$ cat src/core/bctu_pkg.sv
package bctu_pkg;

  // Instruction field positions
  localparam int OpHi = 23;
  localparam int OpLo = 18;
  localparam int SubHi = 17;
  localparam int SubLo = 12;
  localparam int AddrHi = 14;
  localparam int PageModBit = 11;
  localparam int ReturnKeyCount = 6;

  // Major operation codes
  localparam logic [5:0] OpJumpKey = 6'h00;
  localparam logic [5:0] OpAlways = 6'h01;
  localparam logic [5:0] OpIndexJmp = 6'h02;
  localparam logic [5:0] OpCompare = 6'h03;
  localparam logic [5:0] OpDecimal = 6'h38;
  localparam logic [5:0] OpTransfer = 6'h3F;

  // Sub codes of the transfer group
  localparam logic [5:0] SubChanRead = 6'h2D;
  localparam logic [5:0] SubPageWrite = 6'h2E;
  localparam logic [5:0] SubPageRead = 6'h2F;
  localparam logic [5:0] SubCondGrp = 6'h33;
  localparam logic [5:0] SubLastJump = 6'h36;

  // Condition flag bit positions
  localparam int CfBoundary = 0;
  localparam int CfDestLoad = 1;
  localparam int CfOperReloc = 2;
  localparam int CfStateJump = 3;
  localparam int CfIntEnable = 4;
  localparam int CfProgState = 5;
  localparam logic [5:0] CondFlagsReset = 6'h00;

  // One's complement constants
  localparam logic [14:0] IdxPosZero = 15'h0000;
  localparam logic [14:0] IdxNegZero = 15'h7FFF;
  localparam logic [14:0] IdxOne = 15'h0001;

  // Compare selectors
  localparam logic [1:0] CmpEq = 2'h0;
  localparam logic [1:0] CmpNe = 2'h1;
  localparam logic [1:0] CmpGe = 2'h2;
  localparam logic [1:0] CmpLt = 2'h3;

  // Decimal result variants
  localparam logic [2:0] DecHigh = 3'h0;
  localparam logic [2:0] DecZero = 3'h1;
  localparam logic [2:0] DecLow = 3'h2;

  // Sequencer states
  typedef enum logic [1:0] {
    BCTU_IDLE = 2'b00,
    BCTU_PAGE = 2'b01,
    BCTU_DONE = 2'b10
  } bctu_state_type;

  // Instruction issued by the sequencing path
  typedef struct packed {
    logic valid;
    logic [23:0] word;
    logic [14:0] addr;
    logic [14:0] idxAddr;
    logic progState;
  } bctu_instr_type;

  // Completion answer to the sequencing path
  typedef struct packed {
    logic done;
    logic taken;
    logic trap;
    logic [14:0] target;
    logic accWe;
    logic [23:0] accData;
    logic idxWe;
    logic [1:0] idxSel;
    logic [14:0] idxData;
  } bctu_result_type;

endpackage

$ cat src/core/bctu_page_mem.sv
`timescale 1ns/1ps
module bctu_page_mem
  import bctu_pkg::*;
#(
  parameter int AddrWidth = 7,
  parameter int DataWidth = 12
) (
  input wire logic clock,
  input wire logic clockEnable,
  input wire logic writeEn,
  input wire logic [AddrWidth-1:0] addr,
  input wire logic [DataWidth-1:0] writeData,
  output logic [DataWidth-1:0] readData
);

  // Storage array, no reset: contents are software owned
  logic [DataWidth-1:0] mem [2**AddrWidth];

  // Synchronous write and registered read
  always_ff @(posedge clock) begin
    if (clockEnable) begin
      if (writeEn) begin
        mem[addr] <= writeData;
      end
      readData <= mem[addr];
    end
  end

endmodule

$ cat src/core/bctu_ones_add.sv
`timescale 1ns/1ps
module bctu_ones_add
  import bctu_pkg::*;
(
  input wire logic [14:0] value,
  input wire logic down,
  output logic [14:0] result
);

  // Sum with end-around carry; negative zero never produced
  logic [15:0] sum;

  always_comb begin
    if (down) begin
      // Subtract one as add of 77776
      sum = {1'b0, value} + {1'b0, ~IdxOne};
    end else begin
      sum = {1'b0, value} + {1'b0, IdxOne};
    end
    result = sum[14:0] + {14'h0000, sum[15]};
    // Minus zero folds to plus zero (77776 + 1 and 00001 - 1)
    // Without the fold a down count from one would reach minus zero and keep jumping
    if (result == IdxNegZero) begin
      result = IdxPosZero;
    end
  end

endmodule

$ cat src/core/bctu_core.sv
`timescale 1ns/1ps
// What this block does
// - Channel index read copies into acc 00-02
// - Page write stores acc 00-11 at w
// - Page read loads entry w into acc
// - Bit 11 adds index two to w
// - Page transfers are no-ops without option
// - Flag read copies flags, then clears them
// - Interrupts held off until flag read
// - Flag bits: boundary, load, reloc, jump, int, state
// - Flag write loads flags from acc 00-05
// - After flag write, interrupts off until jump
// - Record program-state jump address, readable
// - Jump key j set branches to m
// - Unconditional jump always goes to M
// - Decimal result tests branch per variant
// - Trap result tests without decimal processor
// - Up index jump: zero falls, else increment
// - Index register zero makes no-operation
// - Increment never makes negative zero
// - Down index jump: zero falls, else decrement
// - Negative zero counts down whole range
// - Zero compare branches on j condition
// - Both zeros equal; minus zero below plus
module bctu_core
  import bctu_pkg::*;
#(
  parameter int PageAddrWidth = 7
) (
  input wire logic clock,
  input wire logic arst_n,
  input wire logic clockEnable,
  input wire bctu_instr_type instr,
  input wire logic [23:0] acc,
  input wire logic [14:0] idx1,
  input wire logic [14:0] idx2,
  input wire logic [14:0] idx3,
  input wire logic [2:0] channelIndex,
  input wire logic [ReturnKeyCount-1:0] jumpKeys,
  input wire logic [2:0] decimalFlags,
  input wire logic decimalPresent,
  input wire logic decimalEnable,
  input wire logic multiprogPresent,
  input wire logic interruptTaken,
  input wire logic [5:0] condEvents,
  output bctu_result_type result,
  output logic [5:0] conditionFlags,
  output logic [14:0] lastJumpAddr,
  output logic interruptHold
);

  ////////////////////////////////////////////////////////////////
  // State
  ////////////////////////////////////////////////////////////////

  // All module state in one record
  typedef struct packed {
    bctu_state_type state;
    logic [5:0] flags;
    logic [14:0] lastJump;
    logic holdRecog;
    logic holdRestore;
    logic [5:0] keySync1;
    logic [5:0] keySync2;
    logic [2:0] decSync1;
    logic [2:0] decSync2;
    logic [1:0] swSync1;
    logic [1:0] swSync2;
    bctu_result_type res;
  } bctu_regs_type;

  bctu_regs_type r_q;
  bctu_regs_type r_d;

  // Decoded fields
  logic [5:0] opCode;
  logic [5:0] subCode;
  logic [2:0] jField;
  logic [1:0] bField;
  logic indexDown;
  logic [14:0] mAddr;
  logic [14:0] selIdx;
  logic [14:0] stepped;
  logic [PageAddrWidth-1:0] pageAddr;
  logic pageWe;
  logic [11:0] pageRd;
  logic accNegZero;
  logic accPosZero;
  logic cmpHit;
  logic isTransfer;
  logic isJumpType;

  assign opCode = instr.word[OpHi:OpLo];
  assign subCode = instr.word[SubHi:SubLo];
  assign jField = instr.word[17:15];
  assign bField = instr.word[16:15];
  assign indexDown = instr.word[17];
  assign mAddr = instr.word[AddrHi:0];
  assign isTransfer = (opCode == OpTransfer);

  ////////////////////////////////////////////////////////////////
  // Helpers
  ////////////////////////////////////////////////////////////////

  // Index register chosen by b; zero selects nothing
  always_comb begin
    case (bField)
      2'd1: selIdx = idx1;
      2'd2: selIdx = idx2;
      2'd3: selIdx = idx3;
      default: selIdx = IdxPosZero;
    endcase
  end

  // One's complement stepper for index jumps
  bctu_ones_add u_step (
    .value(selIdx),
    .down(indexDown),
    .result(stepped)
  );

  // Page entry address, optionally modified by index two
  always_comb begin
    if (instr.word[PageModBit]) begin
      pageAddr = PageAddrWidth'(instr.word[PageAddrWidth-1:0] + idx2[PageAddrWidth-1:0]);
    end else begin
      pageAddr = instr.word[PageAddrWidth-1:0];
    end
  end

  // Write only when idle and the option exists
  assign pageWe = r_q.state == BCTU_IDLE && instr.valid && isTransfer && subCode == SubPageWrite
    && !instr.word[PageModBit - 4] && multiprogPresent;

  // Page index file storage
  bctu_page_mem #(
    .AddrWidth(PageAddrWidth),
    .DataWidth(12)
  ) u_page (
    .clock(clock),
    .clockEnable(clockEnable),
    .writeEn(pageWe),
    .addr(pageAddr),
    .writeData(acc[11:0]),
    .readData(pageRd)
  );

  // Accumulator zero forms
  assign accPosZero = (acc == 24'h00_0000);
  assign accNegZero = (acc == 24'hFF_FFFF);

  // Zero compare condition
  always_comb begin
    case (instr.word[16:15])
      CmpEq: cmpHit = accPosZero || accNegZero;
      CmpNe: cmpHit = !(accPosZero || accNegZero);
      CmpGe: cmpHit = !acc[23];
      default: cmpHit = acc[23];
    endcase
  end

  ////////////////////////////////////////////////////////////////
  // Next state
  ////////////////////////////////////////////////////////////////

  always_comb begin
    r_d = r_q;
    isJumpType = 1'b0;
    // Synchronisers for console and pin levels
    r_d.keySync1 = jumpKeys;
    r_d.keySync2 = r_q.keySync1;
    r_d.decSync1 = decimalFlags;
    r_d.decSync2 = r_q.decSync1;
    r_d.swSync1 = {decimalPresent, decimalEnable};
    r_d.swSync2 = r_q.swSync1;
    // Result pulses clear by default
    r_d.res = '0;
    r_d.res.target = instr.addr + 15'h0001;
    case (r_q.state)
      BCTU_IDLE: begin
        if (instr.valid) begin
          r_d.res.done = 1'b1;
          case (opCode)
            OpJumpKey: begin
              isJumpType = 1'b1;
              // Key numbers 1..6; zero never matches
              if (jField != 3'd0 && jField != 3'd7 && r_q.keySync2[jField - 3'd1]) begin
                r_d.res.taken = 1'b1;
                r_d.res.target = mAddr;
              end
            end
            OpAlways: begin
              isJumpType = 1'b1;
              r_d.res.taken = 1'b1;
              r_d.res.target = instr.idxAddr;
            end
            OpIndexJmp: begin
              isJumpType = 1'b1;
              // Register zero or plus zero falls through
              if (bField != 2'd0 && selIdx != IdxPosZero) begin
                r_d.res.taken = 1'b1;
                r_d.res.target = mAddr;
                r_d.res.idxWe = 1'b1;
                r_d.res.idxSel = bField;
                r_d.res.idxData = stepped;
              end
            end
            OpCompare: begin
              isJumpType = 1'b1;
              // Only the zero variant lives here
              if (!instr.word[17] && cmpHit) begin
                r_d.res.taken = 1'b1;
                r_d.res.target = mAddr;
              end
            end
            OpDecimal: begin
              isJumpType = 1'b1;
              // Missing or disabled processor traps
              if (!(r_q.swSync2[1] && r_q.swSync2[0])) begin
                r_d.res.trap = 1'b1;
              end else if ((jField == DecHigh && r_q.decSync2[0])
                  || (jField == DecZero && r_q.decSync2[1])
                  || (jField == DecLow && r_q.decSync2[2])) begin
                r_d.res.taken = 1'b1;
                r_d.res.target = mAddr;
              end
            end
            OpTransfer: begin
              if (subCode == SubChanRead) begin
                r_d.res.accWe = 1'b1;
                r_d.res.accData = {21'h00_0000, channelIndex};
              end else if (subCode == SubPageWrite && instr.word[PageModBit - 4] == 1'b0) begin
                r_d.res.done = 1'b1;
              end else if (subCode == SubPageWrite) begin
                // Read waits one cycle for the memory
                if (multiprogPresent) begin
                  r_d.res.done = 1'b0;
                  r_d.state = BCTU_PAGE;
                end
              end else if (subCode == SubCondGrp && !instr.word[11]) begin
                r_d.res.accWe = 1'b1;
                r_d.res.accData = {18'h0_0000, r_q.flags};
                r_d.flags = CondFlagsReset | condEvents;
                r_d.holdRecog = 1'b0;
              end else if (subCode == SubCondGrp) begin
                r_d.flags = acc[5:0];
                r_d.holdRestore = 1'b1;
              end else if (subCode == SubLastJump) begin
                r_d.res.accWe = 1'b1;
                r_d.res.accData = {9'h000, r_q.lastJump};
              end
            end
            default: r_d.res.done = 1'b0;
          endcase
          // Record program-state jumps; exit ends restore hold
          if (isJumpType && instr.progState) begin
            r_d.lastJump = instr.addr;
          end
          if (isJumpType) begin
            r_d.holdRestore = 1'b0;
          end
        end
      end
      BCTU_PAGE: begin
        r_d.res.done = 1'b1;
        r_d.res.accWe = 1'b1;
        r_d.res.accData = {12'h000, pageRd};
        r_d.state = BCTU_IDLE;
      end
      default: r_d.state = BCTU_IDLE;
    endcase
    // Recognition opens the hold window; it wins over a same-cycle flag read
    if (interruptTaken) begin
      r_d.holdRecog = 1'b1;
    end
    // Hardware events set flags; they win over a write
    r_d.flags = r_d.flags | condEvents;
  end

  ////////////////////////////////////////////////////////////////
  // Registers
  ////////////////////////////////////////////////////////////////

  always_ff @(posedge clock or negedge arst_n) begin
    if (!arst_n) begin
      r_q <= '0;
    end else if (clockEnable) begin
      r_q <= r_d;
    end
  end

  // Outputs
  assign result = r_q.res;
  assign conditionFlags = r_q.flags;
  assign lastJumpAddr = r_q.lastJump;
  assign interruptHold = r_q.holdRecog || r_q.holdRestore;

endmodule

$ cat config.mk
export PLATFORM = sky130hd
export DESIGN_NAME = bctu_core
export DESIGN_NICKNAME = d
export VERILOG_FILES = /design/src/core/bctu_pkg.sv /design/src/core/bctu_page_mem.sv /design/src/core/bctu_ones_add.sv /design/src/core/bctu_core.sv
export SDC_FILE = /design/constraint.sdc
export NUM_CORES = 2
export LEC_CHECK = 0
export BUFFER_PORTS_ARGS = -buffer_cell sky130_fd_sc_hd__buf_2
export CAP_MARGIN = 10
export CORE_MARGIN = 2
export CORE_UTILIZATION = 37
export DETAILED_ROUTE_END_ITERATION = 7
export PLACE_DENSITY = 0.52
export SLEW_MARGIN = 10
export SYNTH_ARGS = -nofsm -noshare
export SYNTH_HDL_FRONTEND = slang
export SYNTH_SLANG_ARGS = --single-unit
$ cat constraint.sdc
create_clock -name clock -period 6.1 [get_ports clock]
set_input_delay 0.915 -clock clock [delete_from_list [all_inputs] [get_ports clock]]
set_output_delay 0.915 -clock clock [all_outputs]
set_load 0.01 [all_outputs]
; ---- After elaboration in Yosys (flattened, before gate mapping)
; Memory sizes are Yosys's and may differ from the RTL's. A register that Yosys moved wholly into a read port is not among the register bits.
; Index checks and enable logic that the tools add are counted.
[word_totals]
inputBits = 150
ram_bits = 1536
n_memories = 1
register_bits = 108
word_cells = 172
[classes]
eq_ne = 31
muxes = 67
add_sub_neg = 6
bitwise_logic = 2
n_reduce_logical = 44
n_lt_le_gt_ge = 1
[memory_table]
columns = name, words, word_bits, read_ports, rd_clocked_by_memory_dff, write_ports, line_no
row1 = u_page.mem, 128, 12, 1, 1, 1, bctu_page_mem.sv:17  ; logic [DataWidth-1:0] mem [2**AddrWidth];
[ops]
columns = cell, n
row1 = $mux W25, 8
row2 = $mux W15, 7
row3 = $pmux W15 S5, 1
row4 = $mux W61, 1
row5 = $mux W18, 3
row6 = $pmux W25 S2, 1
row7 = $pmux W15 S3, 1
row8 = $eq A6 B6 Y1 const B, 6
row9 = $eq A24 B24 Y1 const B, 1
row10 = $logic_not A24 Y1, 1
row11 = $mux W8, 3
row12 = $mux W1, 23
row13 = $mux W23, 1
row14 = $mux W6, 3
row15 = $mux W17, 1
row16 = $add A15 B1 Y16 const B, 1
row17 = $add A15 B15 Y16 const B, 1
row18 = $logic_and A1 B1 Y1, 16
row19 = $mux W16, 1
row20 = $ne A2 B2 Y1 const B, 8
row21 = $add A15 B1 Y15, 1
row22 = $add A15 B1 Y15 const B, 1
row23 = $eq A15 B15 Y1 const B, 1
row24 = $reduce_bool A15 Y1, 1
row25 = 31 further kinds, 59

; ---- Depth between registers and ports, before layout
[logic_depth]
depth_word = 11
depth_mapped = 23
ltp_nobuf = 19

; ---- Hierarchy
; Synthesis repeated with hierarchy kept, for this count alone.
[unflattened]
hier_cells = 4401
hier_area_um2 = 68117.8
[by_module_without_submodules]
columns = module, seq_area_each_um2, cells_each, instances, area_per_inst_um2
row1 = bctu_page_mem, 46484.6, 3568, 1, 60480.5
row2 = bctu_core, 2452.4, 656, 1, 6278.5
row3 = bctu_ones_add, 0.0, 177, 1, 1358.8

; ---- Worst setup path before layout
; Ideal clock, no wire load.
[synth_timing]
path_type = input port to flip-flop
from = in instr[46] (netlist bit)
to = reg r_q, in the netlist result[10]
n_path_buf = 5
arrival_time_ns = 5.043
path_slack_ns = 0.930
cell_stages = 21
setup_ns = 0.127
path_cell_list = inv_1 ha_1 clkbuf_1 clkbuf_1 clkbuf_1 clkbuf_1 or2_2 inv_1 ha_1 inv_1 nor3_1 a32o_1 ha_1 ha_1 o211a_1 or3_1 a211oi_1 o221ai_1 a21oi_1 buf_2 o21ai_1
[synth_via]
elab_chain_len = 11
[synth_lines]
columns = item, line_no
row1 = from (decl), bctu_core.sv:33  ; input wire bctu_instr_type instr,
row2 = $eq A2 B2 Y1 or $eq A2 B1 Y1 (tied branches), bctu_core.sv:107  ; case (bField)
row3 = $pmux W15 S3, bctu_core.sv:107
row4 = $add A15 B1 Y16 or $add A15 B15 Y16 (tied branches), "bctu_ones_add.sv:18, bctu_ones_add.sv:16"
row5 = $mux W16, bctu_ones_add.sv:14  ; if (down) begin
row6 = $add A15 B1 Y15, bctu_ones_add.sv:20  ; result = sum[14:0] + {14'h0000, sum[15]};
row7 = $eq A15 B15 Y1, bctu_ones_add.sv:23  ; if (result == IdxNegZero) begin
row8 = $mux W15, bctu_ones_add.sv:23
row9 = $mux W18 (*), bctu_core.sv:200  ; if (bField != 2'd0 && selIdx != IdxPosZero) begin
row10 = $mux W18 (*), bctu_core.sv:183  ; case (opCode)
row11 = $mux W61 (*), bctu_core.sv:181  ; if (instr.valid) begin
row12 = $mux W18 (*), bctu_core.sv:179  ; case (r_q.state)
row13 = to (signal assigned), bctu_core.sv:288  ; r_q <= r_d;
row14 = to (decl), bctu_core.sv:72  ; bctu_regs_type r_q;
; Mark *: on every way between the ends. The rest lies on a longest branch, timed or not.
; A chain may end at the register's enable or synchronous reset.

; ---- Worst setup path after layout
[layout_timing]
from = in instr[31] (netlist bit)
to = reg u_page.readData[0] (read register of u_page.mem), data pin
[layout_via]
elab_chain_len = 2
[layout_lines]
columns = item, line_no
row1 = $add A7 B7 Y7, bctu_core.sv:125  ; pageAddr = PageAddrWidth'(instr.word[PageAddrWidth-1:0] + idx2[PageAddrWidth-1:0]);
row2 = $mux W7 (*), bctu_core.sv:124  ; if (instr.word[PageModBit]) begin
row3 = to (decl), bctu_page_mem.sv:13  ; output logic [DataWidth-1:0] readData
; Marks and branches as above.

==> impl_metrics.env <==
export IMPL_run_status="finished, violations left"
export IMPL_violations="design-rule violations"
export IMPL_worst_path_max_fanout=30
export IMPL_worstPathArrival_ps=6170
export IMPL_cp_end_kind="flip-flop"
export IMPL_layout_commonest_cell="edfxtp_1"
export IMPL_busiest_layer="met2"
export IMPL_syn_cell_area_um2=66200
export IMPL_portBuffers=223
export IMPL_yosysTopAreaCellShare_pct=70.2
export IMPL_regArea_um2=48900
export IMPL_met1_usage_pct=35.8
export IMPL_placementRows=155
export IMPL_tightestPinTransition_ps=1400
export IMPL_antenna_left=0
export IMPL_grtUsageTotal_pct=26.6
export IMPL_critPathLaunch="instr[31]"
export IMPL_final_cell_mix="edfxtp_1 (1,548), nand2_1 (621), a21oi_1 (453)"
export IMPL_cts_buffer_depth=3
export IMPL_cp_cell_sequence="buf_2, ha_1, fa_1, xor2_1, a21oi_4, buf_12, nor2_4, buf_4, buf_4, a22oi_1, o221ai_1, a21oi_1, o21ai_0, a222oi_1, nand4_1"
export IMPL_ios=233
export IMPL_clock_latency_ps=840
export IMPL_r2r_setup_slack_ps=2920
export IMPL_powerDensity_nw_per_um2=336
export IMPL_crit_type="input port to flip-flop"
export IMPL_ys_types=90
export IMPL_worst_r2r_path_depth=7
export IMPL_ys_seq_area_share_pct=73.9
export IMPL_avgSynthCellArea_um2=14.3
export IMPL_syn_to_final_growth_pct=17.5
export IMPL_drt_wl_total_mm=247
export IMPL_r2r_start="u_page.mem[49][1]$_DFFE_PP_"
export IMPL_startpoint_type="input port"
export IMPL_drive_above_1_share_pct=19.1
export IMPL_maxCapViolations=0
export IMPL_crit_slowest_cell="o21ai_0"
export IMPL_rsz0062_at_grt="false"
export IMPL_r2r_end="u_page.readData[1]$_DFFE_PP_"
export IMPL_die_area_um2=182000
export IMPL_synthTopCellsByArea="edfxtp_1 (70%), dfrtp_1 (3.7%), nand2_1 (3.5%)"
export IMPL_multi_input_area_um2=15700
export IMPL_setup_viol=0
export IMPL_routed_via_density=6.00
export IMPL_timing_final_ws_setup_ps=590
export IMPL_hp_class="input port to asynchronous set/reset pin"
export IMPL_period_share_pct=90.3
export IMPL_drv_slew=0
export IMPL_dp_hpwl_mm=159
export IMPL_die_width_um=427
export IMPL_grt_remaining_overflow=0
export IMPL_drt_first_pass_iters=8
export IMPL_synth_warnings=0
export IMPL_grt_max_degree=88
export IMPL_crit_top_cell="buf_4"
export IMPL_drt_wirelength_per_cell_um=32.5
export IMPL_coreArea_um2=178000
export IMPL_die_y_um=427
export IMPL_place_congestion=0.903
export IMPL_hold_buffers=0
export IMPL_ir_worst_vdd_mv=0.258
export IMPL_grt_use_met2_pct=41.9
export IMPL_async_flop_share_pct=5.95
export IMPL_hold_viol=0
export IMPL_fill_cells=16157
export IMPL_post_cts_resized=0
export IMPL_drcViolationCount=5
export IMPL_synthCells=4631
export IMPL_critPathRequiredTime_ps=6760
export IMPL_grt_pass1_wl_mm=342
export IMPL_slew_headroom_pct=5.93
export IMPL_min_period_ps=5510
export IMPL_leakage_nw=26.1
export IMPL_yosysTopAreaCell="edfxtp_1"
export IMPL_drt_initial_drc_count=6760
export IMPL_fin_tns_setup_ps=0
export IMPL_synth_ff_type="edfxtp_1"
export IMPL_grtUsageMet3_pct=5.79
export IMPL_via_count=45499
export IMPL_ys_ff_latch=1646
export IMPL_cts_sinks=1646
export IMPL_fmax_mhz=182
export IMPL_fin_nets=5252
export IMPL_grt_antenna_before_repair=21
export IMPL_clkTransAtPathRegs_ps=60
export IMPL_cts_root_buffer="clkbuf_16"
export IMPL_cts_max_level=4
export IMPL_skew_ps=53.6
export IMPL_slowest_delay_ps=1090
export IMPL_synth_enable_flop_cells=1548
export IMPL_cts_setup_buffers=0
export IMPL_numCtsBuffers=172
export IMPL_grt_pass1_vias=43074
export IMPL_start_util_pct=37.2
export IMPL_cts_tree="yes"
export IMPL_endpoint="u_page.readData[0]$_DFFE_PP_"
export IMPL_pre_cts_ws_ps=15.6
[cells by family after synthesis]
kind of cell / Yosys count / synth area share [%]
adder cells (fa/ha/maj): 20 / 0.389
multiplexers: 137 / 2.21
flip-flops: 1646 / 73.9
AO/OA/AOI/OAI: 1283 / 13.1
AND/OR/NAND/NOR: 1111 / 7.15
XOR/XNOR: 32 / 0.423
other: 1 / 0.00566
buffers and inverters: 401 / 2.84
[per-layer routing]
| metal | share of wire (%) | vias up |
|---|---|---|
| met3 | 9.6 | 453 |
| li1 | - | 18993 |
| met4 | 4.1 | 18 |
| met1 | 40 | 23471 |
| met5 | 0.051 | - |
| met2 | 46 | 2564 |
[layout make-up]
class | instances | area share, %
diodes | 8 | 0.0257
inverters | 20 | 0.0965
multi-input cells | 2592 | 20.2
repair buffers | 650 | 6.00
well taps | 2355 | 3.79
clock inverters | 86 | 1.11
clock buffers | 223 | 5.91
flip-flops and latches | 1646 | 62.9
[through the flow]
step / cell area (µm²) / total power [mW] / utilization, % / hold WS [ps] / instances
global placement: 72300 / 16.0 / 40.6 / 464 / 7262
detailed placement: 72300 / 16.0 / 40.6 / 466 / 7263
floorplan: 66300 / 14.1 / - / 453 / 4639
global route: 77800 / 26.8 / 43.6 / 115 / 7574
CTS: 77800 / 26.2 / 43.6 / 75.5 / 7572
finish: 77800 / 26.1 / 43.7 / 87.4 / 7580
[worst max-delay path: cells and delay by family]
| family | cells | cell delay, ps |
|---|---|---|
| buf+inv | 4 | 890 |
| simple gates | 2 | 740 |
| fa+ha+maj | 2 | 610 |
| xor+xnor | 1 | 860 |
| compound gates | 6 | 2100 |
[cells in the mapped netlist, types with 20 or more instances]
cell type / instances
o21ai_0: 119
nor3_1: 26
nor4_1: 20
buf_4: 84
clkbuf_1: 194
nand3_1: 44
nand2_1: 624
mux2_2: 44
a222oi_1: 76
nor2_1: 269
a22oi_1: 110
mux2i_1: 90
nand4_1: 27
buf_2: 28
buf_1: 71
a31oi_1: 38
xnor2_1: 23
edfxtp_1: 1548
o22ai_1: 82
a221oi_1: 123
a21oi_1: 455
a22o_1: 58
dfrtp_1: 98
a2111oi_0: 57
[worst min-delay path by stage]
stage	startpoint	to	slack [ps]	cells past startpoint
CTS	arst_n	result[25]$_DFFE_PN0P_	80	1
global placement	result[17]$_DFFE_PN0P_	result[17]$_DFFE_PN0P_	460	1
global route	arst_n	result[32]$_DFFE_PN0P_	120	1
detailed placement	result[17]$_DFFE_PN0P_	result[17]$_DFFE_PN0P_	470	1
finish	arst_n	result[25]$_DFFE_PN0P_	90	1
floorplan	result[11]$_DFFE_PN0P_	result[11]$_DFFE_PN0P_	450	2
[flip-flops by register name, summed over array words and instances (netlist names)]
signal           count
u_page.mem        1536
lastJumpAddr        15
u_page.readData     12
r_q                 14
conditionFlags       6
result              52
r_d                 11
[power breakdown]
part	total, mW	switching [mW]	internal [mW]
clock	10.3	4.52	5.77
combinational	3.27	2.32	0.952
sequential	12.6	0.118	12.4
Power figures use the tool's default switching activity.
